--- src/inc/rx_power_pkg.sv ---
/*
 * constants and carriers of the receive analog power override block.
 * assumes a 32-bit apb slave port and a 100 mhz system clock.
 */
// ----------------------------------------------------------------------
// Notes on behaviour
// ----------------------------------------------------------------------
// Notes on behaviour
// - amplifier power-down field bit 5, reset zero
// - both fields one: amplifier follows modem
// - up one, down zero: amplifier forced off
// - mixer buffer power-down field bit 4, reset zero
// - mixer buffer four-way decode like amplifier
// - powered-down stage has its enable deasserted
package rx_power_pkg;

	// ------------------------------------------------------------------
	// register map
	// ------------------------------------------------------------------
	localparam logic [11:0] OFS_DOWN_FORCE = 12'h000;
	localparam logic [11:0] OFS_UP_FORCE = 12'h004;
	localparam logic [11:0] OFS_STATUS = 12'h008;
	localparam int ADDR_W = 12;

	// ------------------------------------------------------------------
	// field positions and reset values
	// ------------------------------------------------------------------
	localparam int BIT_BB_AMP = 5;
	localparam int BIT_MIXER_BUFFER = 4;
	localparam int BIT_RESERVED = 3;
	localparam int STAT_BB_AMP_EN = 0;
	localparam int STAT_MIXER_BUFFER_EN = 1;
	localparam int STAT_MODEM_BB_AMP = 2;
	localparam int STAT_MODEM_MIXER_BUFFER = 3;
	localparam logic [7:0] DOWN_FORCE_RST = 8'h00;
	localparam logic [7:0] UP_FORCE_RST = 8'h30;
	localparam logic [7:0] DOWN_FORCE_MASK = 8'h38;
	localparam logic [7:0] UP_FORCE_MASK = 8'h30;

	// ------------------------------------------------------------------
	// carriers
	// ------------------------------------------------------------------
	typedef struct packed {
		logic [ADDR_W-1:0] paddr;
		logic psel;
		logic penable;
		logic pwrite;
		logic [31:0] pwdata;
		logic [3:0] pstrb;
	} apb_req_t;

	typedef struct packed {
		logic [7:0] down_force_ff;
		logic [7:0] up_force_ff;
		logic bb_amp_en_ff;
		logic mixer_buffer_en_ff;
		logic [31:0] prdata_ff;
		logic pslverr_ff;
	} power_state_t;

endpackage : rx_power_pkg

--- src/logic/rx_analog_power_override.sv ---
/*
 * apb-controlled power override for the baseband amplifier and the
 * receive mixer buffer. assumes modem enables are synchronous to clk_sys.
 */
module rx_analog_power_override
	import rx_power_pkg::*;
(
	input wire logic clk_sys,
	input wire logic reset_n,
	input wire logic psel,
	input wire logic penable,
	input wire logic pwrite,
	input wire logic [ADDR_W-1:0] paddr,
	input wire logic [31:0] pwdata,
	input wire logic [3:0] pstrb,
	output logic [31:0] prdata,
	output logic pready,
	output logic pslverr,
	input wire logic modem_bb_amp_en,
	input wire logic modem_mixer_buffer_en,
	output logic bb_amp_en,
	output logic mixer_buffer_en
);

	// ------------------------------------------------------------------
	// decode
	// ------------------------------------------------------------------
	function automatic logic stage_enable(input logic down_force,
		input logic up_force, input logic modem_en);
		logic en;
		en = 1'b1;
		if (down_force && up_force) begin
			en = modem_en;
		end else if (!down_force && up_force) begin
			en = 1'b0;
		end
		return en;
	endfunction : stage_enable

	// ------------------------------------------------------------------
	// state
	// ------------------------------------------------------------------
	apb_req_t req;
	power_state_t st_ff;
	power_state_t nxt_st;
	logic setup;
	logic access;
	logic mapped;

	assign req = '{paddr: paddr, psel: psel, penable: penable,
		pwrite: pwrite, pwdata: pwdata, pstrb: pstrb};
	assign setup = req.psel && !req.penable;
	// read data is latched in setup, so access never needs a wait state
	assign access = req.psel && req.penable;
	assign mapped = (req.paddr == OFS_DOWN_FORCE) ||
		(req.paddr == OFS_UP_FORCE) || (req.paddr == OFS_STATUS);

	always_comb begin
		nxt_st = st_ff;
		if (setup) begin
			nxt_st.pslverr_ff = !mapped;
			nxt_st.prdata_ff = 32'h0000_0000;
			unique case (req.paddr)
				OFS_DOWN_FORCE: nxt_st.prdata_ff[7:0] = st_ff.down_force_ff;
				OFS_UP_FORCE: nxt_st.prdata_ff[7:0] = st_ff.up_force_ff;
				OFS_STATUS: begin
					nxt_st.prdata_ff[STAT_BB_AMP_EN] = st_ff.bb_amp_en_ff;
					nxt_st.prdata_ff[STAT_MIXER_BUFFER_EN] =
						st_ff.mixer_buffer_en_ff;
					nxt_st.prdata_ff[STAT_MODEM_BB_AMP] = modem_bb_amp_en;
					nxt_st.prdata_ff[STAT_MODEM_MIXER_BUFFER] =
						modem_mixer_buffer_en;
				end
				default: nxt_st.prdata_ff = 32'h0000_0000;
			endcase
		end
		// only byte lane 0 holds fields; other lanes are ignored
		if (access && req.pwrite && req.pstrb[0]) begin
			if (req.paddr == OFS_DOWN_FORCE) begin
				nxt_st.down_force_ff = req.pwdata[7:0] & DOWN_FORCE_MASK;
			end
			if (req.paddr == OFS_UP_FORCE) begin
				nxt_st.up_force_ff = req.pwdata[7:0] & UP_FORCE_MASK;
			end
		end
		// reserved bit 3 never enters the decode below
		nxt_st.bb_amp_en_ff = stage_enable(st_ff.down_force_ff[BIT_BB_AMP],
			st_ff.up_force_ff[BIT_BB_AMP], modem_bb_amp_en);
		nxt_st.mixer_buffer_en_ff = stage_enable(
			st_ff.down_force_ff[BIT_MIXER_BUFFER],
			st_ff.up_force_ff[BIT_MIXER_BUFFER],
			modem_mixer_buffer_en);
	end

	always_ff @(posedge clk_sys or negedge reset_n) begin
		if (!reset_n) begin
			st_ff <= '{down_force_ff: DOWN_FORCE_RST,
				up_force_ff: UP_FORCE_RST, bb_amp_en_ff: 1'b0,
				mixer_buffer_en_ff: 1'b0, prdata_ff: 32'h0000_0000,
				pslverr_ff: 1'b0};
		end else begin
			st_ff <= nxt_st;
		end
	end

	// ------------------------------------------------------------------
	// outputs
	// ------------------------------------------------------------------
	assign pready = 1'b1;
	assign prdata = st_ff.prdata_ff;
	assign pslverr = st_ff.pslverr_ff && access;
	assign bb_amp_en = st_ff.bb_amp_en_ff;
	assign mixer_buffer_en = st_ff.mixer_buffer_en_ff;

endmodule : rx_analog_power_override

--- config.mk ---
export PLATFORM = sky130hd
export DESIGN_NAME = rx_analog_power_override
export DESIGN_NICKNAME = d
export VERILOG_FILES = /design/src/inc/rx_power_pkg.sv /design/src/logic/rx_analog_power_override.sv
export SDC_FILE = /design/constraint.sdc
export NUM_CORES = 1
export LEC_CHECK = 0
export ABC_AREA = 1
export BUFFER_PORTS_ARGS = -buffer_cell sky130_fd_sc_hd__buf_2
export CAP_MARGIN = 20
export CORE_MARGIN = 2
export CORE_UTILIZATION = 35
export CTS_CLUSTER_DIAMETER = 200
export CTS_CLUSTER_SIZE = 40
export DETAILED_ROUTE_END_ITERATION = 10
export PLACE_DENSITY_LB_ADDON = 0.3
export SYNTH_ARGS = -nofsm -noshare
export SYNTH_HDL_FRONTEND = slang
export SYNTH_SLANG_ARGS = --single-unit
--- constraint.sdc ---
create_clock -name clk_sys -period 1 [get_ports clk_sys]
set_input_delay 0.2 -clock clk_sys [delete_from_list [all_inputs] [get_ports clk_sys]]
set_output_delay 0.2 -clock clk_sys [all_outputs]
set_load 0.01 [all_outputs]
Word-level counts from Yosys, hierarchy flattened. Index checks and enable logic that the tools add are counted.

Bits in registers: 16. Output and inout bits: 36.

Reduce and logical (&&, ||, !) cells: 18. Eq/ne operators: 2. Multiplexer cells: 6.

Operators with widths (number): $eq A12 B3 Y1 const B (1); $eq A12 B4 Y1 const B (1); $logic_not A12 Y1 (1); $logic_and A1 B1 Y1 (9); $pmux W4 S2 (1); $logic_not A1 Y1 (4); $mux W1 (4); $pmux W2 S2 (1); $reduce_and A2 Y1 (2); $logic_or A1 B1 Y1 (2).

Longest topological paths before layout. Gate-level depths: netlist of run 1.

Depth in word-level cells: 4. Depth in mapped cells: 8. Depth with buffers taken out: 8.

Worst setup path before layout of run 1. OpenSTA, ideal clock, no wires.

Kind: in2reg. Start point: input port paddr[7]. End point: register st_ff[47] in the netlist's numbering. Arrival time: 787 ps. Stages on the path: 6. Slack: 93 ps. Cell sequence: nor2_1 nand2_2 nor2_8 nand3_4 nand2_1 o21ai_1.

Longest elaborated chain between the ends: 2.

RTL lines: start, declared (line rx_analog_power_override.sv:13) `input wire logic [ADDR_W-1:0] paddr,`; $logic_not A12 Y1 (line rx_analog_power_override.sv:79) `if (req.paddr == OFS_DOWN_FORCE) begin`; $reduce_and A2 Y1 (no line); end signal, assigned (line rx_analog_power_override.sv:97) `st_ff <= '{down_force_ff: DOWN_FORCE_RST,`; end signal, assigned (line rx_analog_power_override.sv:102) `st_ff <= nxt_st;`; end, declared (line rx_analog_power_override.sv:44) `power_state_t st_ff;`.

No other way between the ends. A chain may end at the register's enable or synchronous reset.

Worst setup path after layout of run 1.
Start point: register st_ff[0] in the netlist's numbering. End point: output port pslverr.

Longest elaborated chain between the ends: 1.

RTL lines: $logic_and A1 B1 Y1 (line rx_analog_power_override.sv:111) `assign pslverr = st_ff.pslverr_ff && access;`; end, declared (line rx_analog_power_override.sv:18) `output logic pslverr,`.

No other way between the ends.

==> metrics, run 1 <==
die area=3360 µm²; row count=19; total core area=2760 µm²; origin of the worst setup path=st_ff[0]; static leakage=~0.7 nW; vias in the first global route=between 700 and 800; Global Route Usage Sum=11.4%; clock-pin slew on the worst setup and hold paths=0.08 ns; Place WS=-0.0976 ns; maximum number of pins on one net before global-route repair=15; met3 routed WL=135 µm; WL per Instance=8.54 µm; Routed WL=1660 µm; Synth Area per Inst=8.02 µm²; Synth Cell Area=~1000 µm²; clk root buf=clkbuf_4; die height=57.9 µm; CP Capture Point=pslverr; setup ws final=-0.0643 ns; CP arrival=0.86 ns; clock latency on the worst-skew pair=0.27 ns; Port Buffers=31; Inserted Clock Buffers=3; Placed Area=1070 µm²; WHS=0.142 ns; critical path type=register to output pin; placed cell count=183; Final #Nets=219; io pins=91; Final Max Slew Viols=0; Sink Count=14; RR Startpoint=st_ff[40]; Final HPWL DP=1370 µm; max-cap check violation count=0; period utilization=106%; setup violators final=1; worst clock skew=approximately 0.003 ns; global-route wire length before repair=2970 µm; post-route ant nets=0; Hold WC Path Type=input pin to register; drt first pass iters=4; die width=57.9 µm; unrepaired setup endpoints after global routing=yes; Worst Setup End Kind=output pin; vias per cell=4.03; min Tclk post-route=1.06 ns; DR top layer=met4; maximum clock rate=0.940 GHz; final hold viol count=0; Remaining Overflow, GRT=0; DRT met1 WL=663 µm; reg2reg end=prdata[5]; starting density of the core=36.9%; status=complete, but fails checks; R2R Setup Slk=0.16 ns; Mapped Cells=approximately 130; First DRT Iteration DRCs=19; hold wc startpoint=pwdata[5]; Design Area, Final=1160 µm²; PwrDens=between 900 and 1000 nW/µm²; failing checks=negative setup slack; Critical Path Fanout Max=2; routed vias=782; worst vdd ir=555 µV; Area growth, synth to finish=14.4%; Clock H-tree levels=1; post-synthesis sequential area ratio=34.6%; n_diodes=0; Yosys cell types=17; CTS tree=yes; Fin Setup TNS=-0.0643 ns; wire length on met2=842 µm; initial antenna violation count=0; share of post-route cells with drive strength above 1=36.8%; Critical Path RT=0.80 ns; FF+latch count, synth=14; CTS Buffer Depth=2; Critical Path Start Type=register; non-filler cells, final=194; Synth warnings=0; DRC viols=0; R2R cell count=4; Placer Congestion=between 0.7 and 0.8
## layout make-up
type | instances | area [µm²]
clock buffer | 4 | 36.3
fill | 293 | 1590
inverter | 10 | 37.5
multi-input combinational | 95 | 474
sequential | 14 | 353
tap | 31 | 38.8
timing repair buffer | 40 | 225
## cells by family after synthesis
group           synth area share (%)
simple gates                    32.2
buf+inv                         28.0
flops                           34.6
compound gates                  4.42
other cells                    0.737
## critical path, stage by stage (launching register included)
cell and delay (ns):
dfrtp_1 0.38, inv_1 0.05, nor2_1 0.03, buf_2 0.13
## routing by layer
metal  vias up  track usage (%)
met2        33             20.8
met5         -                0
met3         2             3.57
met1       340             12.3
met4         0             3.99
li1        407                -
## layout by cell type, fill, tap and decap left out, drive strengths merged
cell type,Yosys,final
clkbuf,0,4
nor2,14,14
nand3,9,9
conb,2,27
inv,10,10
buf,33,39
nand3b,1,1
o21ai,9,9
dfstp,2,2
dlygate4sd3,0,1
nand2,35,35
dfrtp,12,12
## stage by stage
step           total power, mW  utilization [%]
6_report                  1.14             42.2
4_1_cts                   1.15             41.7
5_1_grt                   1.21             42.2
3_3_place_gp             0.748             38.9
2_1_floorplan            0.753                -
3_5_place_dp             0.752             38.9
## worst min path at each step
stage                           end  slack [ns]  cells after the start
global route        mixer_buffer_en        0.14                      3
floorplan                 bb_amp_en        -0.1                      0
CTS                       st_ff[39]        0.14                      3
detailed placement        prdata[1]        0.11                      1
global placement          prdata[1]        0.10                      1
finish                    st_ff[40]        0.14                      3
## synthesized netlist by cell type (all sizes together)
library cell  count  area share [%]
buf              33              24
conb              2            0.74
dfrtp            12              29
dfstp             2             5.2
inv              10             3.7
nand2            35              14
nand3             9             6.1
nand3b            1             2.0
nor2             14              10
o21ai             9             4.4
## sequential cells by signal, summed over array words and instances, names as in the netlist
| name | flops |
|---|---|
| bb_amp_en | 1 |
| prdata | 6 |
| st_ff | 6 |
| mixer_buffer_en | 1 |
## power breakdown
group	total (mW)	internal [mW]	leakage [nW]	switching (mW)
logic	0.177	0.0570	0.488	0.120
clock network	0.399	0.221	0.0210	0.178
registers	0.566	0.566	0.173	0.000156
## what timing repair did
action,in CTS,in global routing
endpoints found under the setup margin,7,9
gates resized for setup,0,0
hold buffers,1,0
buffers inserted,4,2
hold endpoints to repair,12,0
pin swaps,1,0
(Power assumes the default switching activity.)
==> inputs of run 2 (changes only) <==
--- a/config.mk
+++ b/config.mk
@@ -5,7 +5,6 @@
 export SDC_FILE = /design/constraint.sdc
 export NUM_CORES = 1
 export LEC_CHECK = 0
-export ABC_AREA = 1
 export BUFFER_PORTS_ARGS = -buffer_cell sky130_fd_sc_hd__buf_2
 export CAP_MARGIN = 20
 export CORE_MARGIN = 2
@@ -14,6 +13,7 @@
 export CTS_CLUSTER_SIZE = 40
 export DETAILED_ROUTE_END_ITERATION = 10
 export PLACE_DENSITY_LB_ADDON = 0.3
+export SETUP_SLACK_MARGIN = 0.4
 export SYNTH_ARGS = -nofsm -noshare
 export SYNTH_HDL_FRONTEND = slang
 export SYNTH_SLANG_ARGS = --single-unit
==> metrics, run 2 <==
wire length on met2=1130 µm; Critical Path Start Type=input pin; top cells by count, synth=buf_4 (33), dfrtp_1 (12), nand2_1 (10); final hold viol count=12; routed vias=756; most frequent cells in the layout=conb_1 (27), buf_2 (22), buf_4 (22); Fin Setup TNS=-2.13 ns; Yosys cell types=26; DR top layer=met3; setup violators final=9; RR Startpoint=st_ff[40]; Sink Count=14; worst clock skew=0.00346 ns; Final HPWL DP=1520 µm; unrepaired setup endpoints after global routing=yes; Worst Setup End Kind=register; maximum clock rate=0.703 GHz; clock latency on the worst-skew pair=0.28 ns; setup ws final=-0.422 ns; commonest non-fill, non-tap cell in the layout=conb_1; worst vdd ir=1130 µV; Placer Congestion=0.741; Synth top area share=31.2%; CTS tree=yes; Global Route Usage Sum=between 10% and 20%; clk root buf=clkbuf_4; largest area contributor in the netlist=dfrtp_1; PwrDens=878 nW/µm²; Clock H-tree levels=1; io pins=91; top cells by area, synth=dfrtp_1 (31%), buf_4 (26%), mux2_2 (5.9%), dfstp_2 (5.5%), nor4_4 (4.4%); met3 routed WL=120 µm; static leakage=0.733 nW; CP Cell Sequence=buf_6 > or4_4 > nor4_4 > buf_4 > mux2_4; status=complete, but fails checks; global-route wire length before repair=3030 µm; die width=56.4 µm; die height=around 56 µm; min Tclk post-route=around 1.4 ns; WL per Instance=10.9 µm; Remaining Overflow, GRT=0; row count=19; Inserted Clock Buffers=3; drt first pass iters=3; failing checks=negative hold slack, negative setup slack; number of synthesized flops with an enable pin=0; max-cap check violation count=0; Mapped Cells=97; Hold WC Path Type=input pin to async pin; WP buf/inv=2; Top delay family on crit path=simple AND/OR/NAND/NOR gates; Synth warnings=0; Top FF cell, synth=dfrtp_1; Crit. path cell count=5; initial antenna violation count=0; die area=roughly 3200 µm²; n_diodes=0; R2R cell count=2; most numerous cell in the Yosys netlist=buf_4; Port Buffers=31; First DRT Iteration DRCs=5; share of post-route cells with drive strength above 1=54.4%; period utilization=142%; Area growth, synth to finish=44.2%; WHS=-0.204 ns; non-filler cells, final=180; placed cell count=165; DRC viols=0; R2R Setup Slk=0.05 ns; CTS Buffer Depth=2; reg2reg end=prdata[5]; Critical Path RT=1.17 ns; total core area=2690 µm²; clock-pin slew on the worst setup and hold paths=around 0.08 ns; Synth Area per Inst=between 9 and 10 µm²; slowest stage delay, CP=roughly 0.54 ns; Final Max Slew Viols=0; starting density of the core=between 30% and 40%; Synth Cell Area=962 µm²; Async S/R FF share, synth=100%; post-synthesis sequential area ratio=a little under two fifths; Final #Nets=205; DRT met1 WL=712 µm; Slowest-stage cell, CP=or4_4; vias per cell=4.20; CP Capture Point=st_ff[47]; post-route ant nets=0; FF+latch count, synth=14; CP arrival=1.59 ns; maximum number of pins on one net before global-route repair=15; critical path type=input pin to register; Critical Path Fanout Max=3; origin of the worst setup path=paddr[3]; vias in the first global route=694; Routed WL=approximately 2000 µm
[run 2: final cells by class]
| cell class | instances | area [µm²] |
|---|---|---|
| inverters | 4 | 15.0 |
| repair buffers | 58 | 433 |
| multi-input cells | 69 | 512 |
| flip-flops and latches | 14 | 353 |
| fillers | 268 | 1300 |
| clock buffers | 4 | 36.3 |
| well taps | 31 | 38.8 |
[run 2: worst min path at each step]
| stage | cells past startpoint | slack, ns | endpoint |
|---|---|---|---|
| after global placement | 1 | 0.11 | st_ff[47] |
| after detailed placement | 1 | 0.12 | st_ff[48] |
| after floorplan | 0 | -0.1 | bb_amp_en |
| final | 1 | -0.20 | st_ff[46] |
| after global routing | 1 | -0.20 | st_ff[48] |
| after CTS | 1 | -0.19 | prdata[2] |
[run 2: cells by family (layout without fill, tap and decap cells)]
kind of cell | Yosys count | in the layout | share of synthesized area, %
other | 2 | 27 | 0.781
flip-flops | 14 | 14 | 36.7
buffers and inverters | 39 | 66 | 28.2
AO/OA/AOI/OAI | 8 | 8 | 6.50
multiplexers | 8 | 8 | 8.97
AND/OR/NAND/NOR | 26 | 26 | 18.9
[run 2: repair_timing]
action | in CTS | in global routing
setup buffers | 8 | 3
pin swaps | 9 | 8
endpoints found under the hold margin | 12 | 12
cloned | 0 | 0
setup endpoints to repair | 23 | 23
resized for setup | 13 | 8
[run 2: through the flow]
step	setup slack (ns)	util (%)	total power, mW	area (µm²)
6_report	-0.422	51.7	1.22	1390
5_1_grt	-0.429	51.7	1.29	1390
4_1_cts	-0.427	49.3	1.22	1320
3_5_place_dp	-0.744	43.2	0.791	1160
3_3_place_gp	-0.706	43.2	0.786	1160
2_1_floorplan	-0.575	-	0.750	1130
[run 2: layer usage]
layer	track usage (%)	up-vias
met1	13.9	353
met3	4.61	0
li1	-	378
met4	2.04	0
met2	21.9	25
met5	0	-
[run 2: power breakdown]
group	switching (mW)	total (mW)	internal [mW]
logic	0.131	0.249	0.118
clock network	0.181	0.402	0.221
registers	0.000179	0.566	0.566
==> inputs of run 3 (changes only) <==
==> constraint.sdc (replaced) <==
create_clock -name clk_sys -period 1.8 [get_ports clk_sys]
set_input_delay 0.36 -clock clk_sys [delete_from_list [all_inputs] [get_ports clk_sys]]
set_output_delay 0.36 -clock clk_sys [all_outputs]
set_load 0.01 [all_outputs]
==> metrics, run 3 (synthesis results as in run 2) <==
vias per cell=between 4 and 5; Crit. path cell count=5; global-route wire length before repair=approximately 2700 µm; Port Buffers=31; final hold viol count=0; setup violators final=0; io pins=91; worst clock skew=0.00350 ns; Inserted Clock Buffers=3; Final Max Slew Viols=0; maximum clock rate=0.631 GHz; Critical Path RT=1.96 ns; Tot Pwr=602 µW; unrepaired setup endpoints after global routing=yes; total core area=between 2000 and 3000 µm²; placed cell count=152; Sink Count=14; die area=3180 µm²; Fin Setup TNS=0 ns; Worst Setup End Kind=register; clock-pin slew on the worst setup and hold paths=0.08 ns; initial antenna violation count=0; Hold Path End=mixer_buffer_en; Placer Congestion=between 0.6 and 0.7; First DRT Iteration DRCs=3; share of post-route cells with drive strength above 1=41.9%; status=complete, no violations; row count=19; Final HPWL DP=1330 µm; Routed WL=1670 µm; Hold Path Stages=3; Area growth, synth to finish=20.7%; Remaining Overflow, GRT=0; WL per Instance=10.4 µm; vias in the first global route=around 630; Top delay family on crit path=simple AND/OR/NAND/NOR gates; RR Startpoint=st_ff[39]; non-filler cells, final=160; post-route ant nets=0; DRC viols=0; Final #Nets=185; most frequent cells in the layout=conb_1 (27), buf_2 (23), dfrtp_1 (12); CP Cell Sequence=buf_6 > or4_4 > nor4_4 > buf_4 > mux2_4; drt first pass iters=2; CP arrival=1.75 ns; WHS=0.306 ns; hold wc startpoint=modem_mixer_buffer_en; WP buf/inv=2; maximum number of pins on one net before global-route repair=15; commonest non-fill, non-tap cell in the layout=conb_1; CTS Buffer Depth=2; CTS tree=yes; Critical Path Start Type=input pin; n_diodes=0; die height=~56 µm; Clock H-tree levels=1; Global Route Usage Sum=between 10% and 20%; clk root buf=clkbuf_4; Slowest-stage cell, CP=or4_4; slowest stage delay, CP=0.56 ns; PwrDens=~520 nW/µm²; starting density of the core=about 36%; Hold WC Path Type=input pin to register; Critical Path Fanout Max=3; worst vdd ir=583 µV; max-cap check violation count=0; R2R cell count=2; period utilization=88.0%; fill cell count=268; min Tclk post-route=~1.6 ns; reg2reg end=prdata[4]; clock latency on the worst-skew pair=roughly 0.28 ns; routed vias=671; R2R Setup Slk=0.88 ns; critical path type=input pin to register; static leakage=0.612 nW; die width=around 56 µm
run 3: changes by cell type in the layout (fill, tap and decap cells not counted), sizes merged:
cell	delta
dlygate4sd3	+1
buf	-21
run 3: metal layers:
metal / global-route usage [%] / wire length [µm]
met1: 12.3 / 718
met2: 19.9 / 854
met3: 4.15 / 92
met4: 1.02 / 0
met5: 0 / 0
run 3: report_power, final:
part	internal (mW)	switching (mW)	leakage, nW	total [mW]
logic	0.0467	0.0621	0.425	0.109
clock network	0.0860	0.0924	0.0150	0.178
registers	0.315	0.0000997	0.173	0.315
run 3: tightest hold or removal path, delay by kind of cell:
family / cells / cell delay (ns)
and+or+nand+nor: 2 / 0.09
buffers and inverters: 1 / 0.09
run 3: layout make-up:
class | instances | area (µm²) | share of cell area, %
clock buffers | 4 | 26.3 | 2.26
inverters | 4 | 15.0 | 1.29
multi-input cells | 69 | 464 | 40.0
flip-flops and latches | 14 | 353 | 30.4
well taps | 31 | 38.8 | 3.34
repair buffers | 38 | 264 | 22.7
run 3: through the flow:
stage / utilization (%) / setup slack [ns] / cell area [µm²]
after detailed placement: 38.2 / -0.103 / 1030
after global placement: 38.2 / -0.0909 / 1030
after global routing: 43.2 / 0.219 / 1160
after CTS: 42.0 / 0.236 / 1130
final: 43.2 / 0.215 / 1160
after floorplan: - / 0.0652 / 1080
run 3: what timing repair did:
item                                    in CTS  in global routing
hold buffers                                 1                  0
pin swaps                                    4                  4
endpoints found under the setup margin       5                  8
buffers inserted                             2                  1
gates resized for setup                     10                  4
endpoints found under the hold margin       12                  0
run 3: worst max path at each step:
stage | slack, ns | endpoint | startpoint
3_5_place_dp | -0.10 | st_ff[48] | paddr[1]
5_1_grt | 0.22 | st_ff[47] | paddr[8]
6_report | 0.22 | st_ff[48] | paddr[8]
3_3_place_gp | -0.09 | st_ff[48] | paddr[1]
2_1_floorplan | 0.07 | st_ff[46] | paddr[1]
4_1_cts | 0.24 | st_ff[48] | paddr[6]
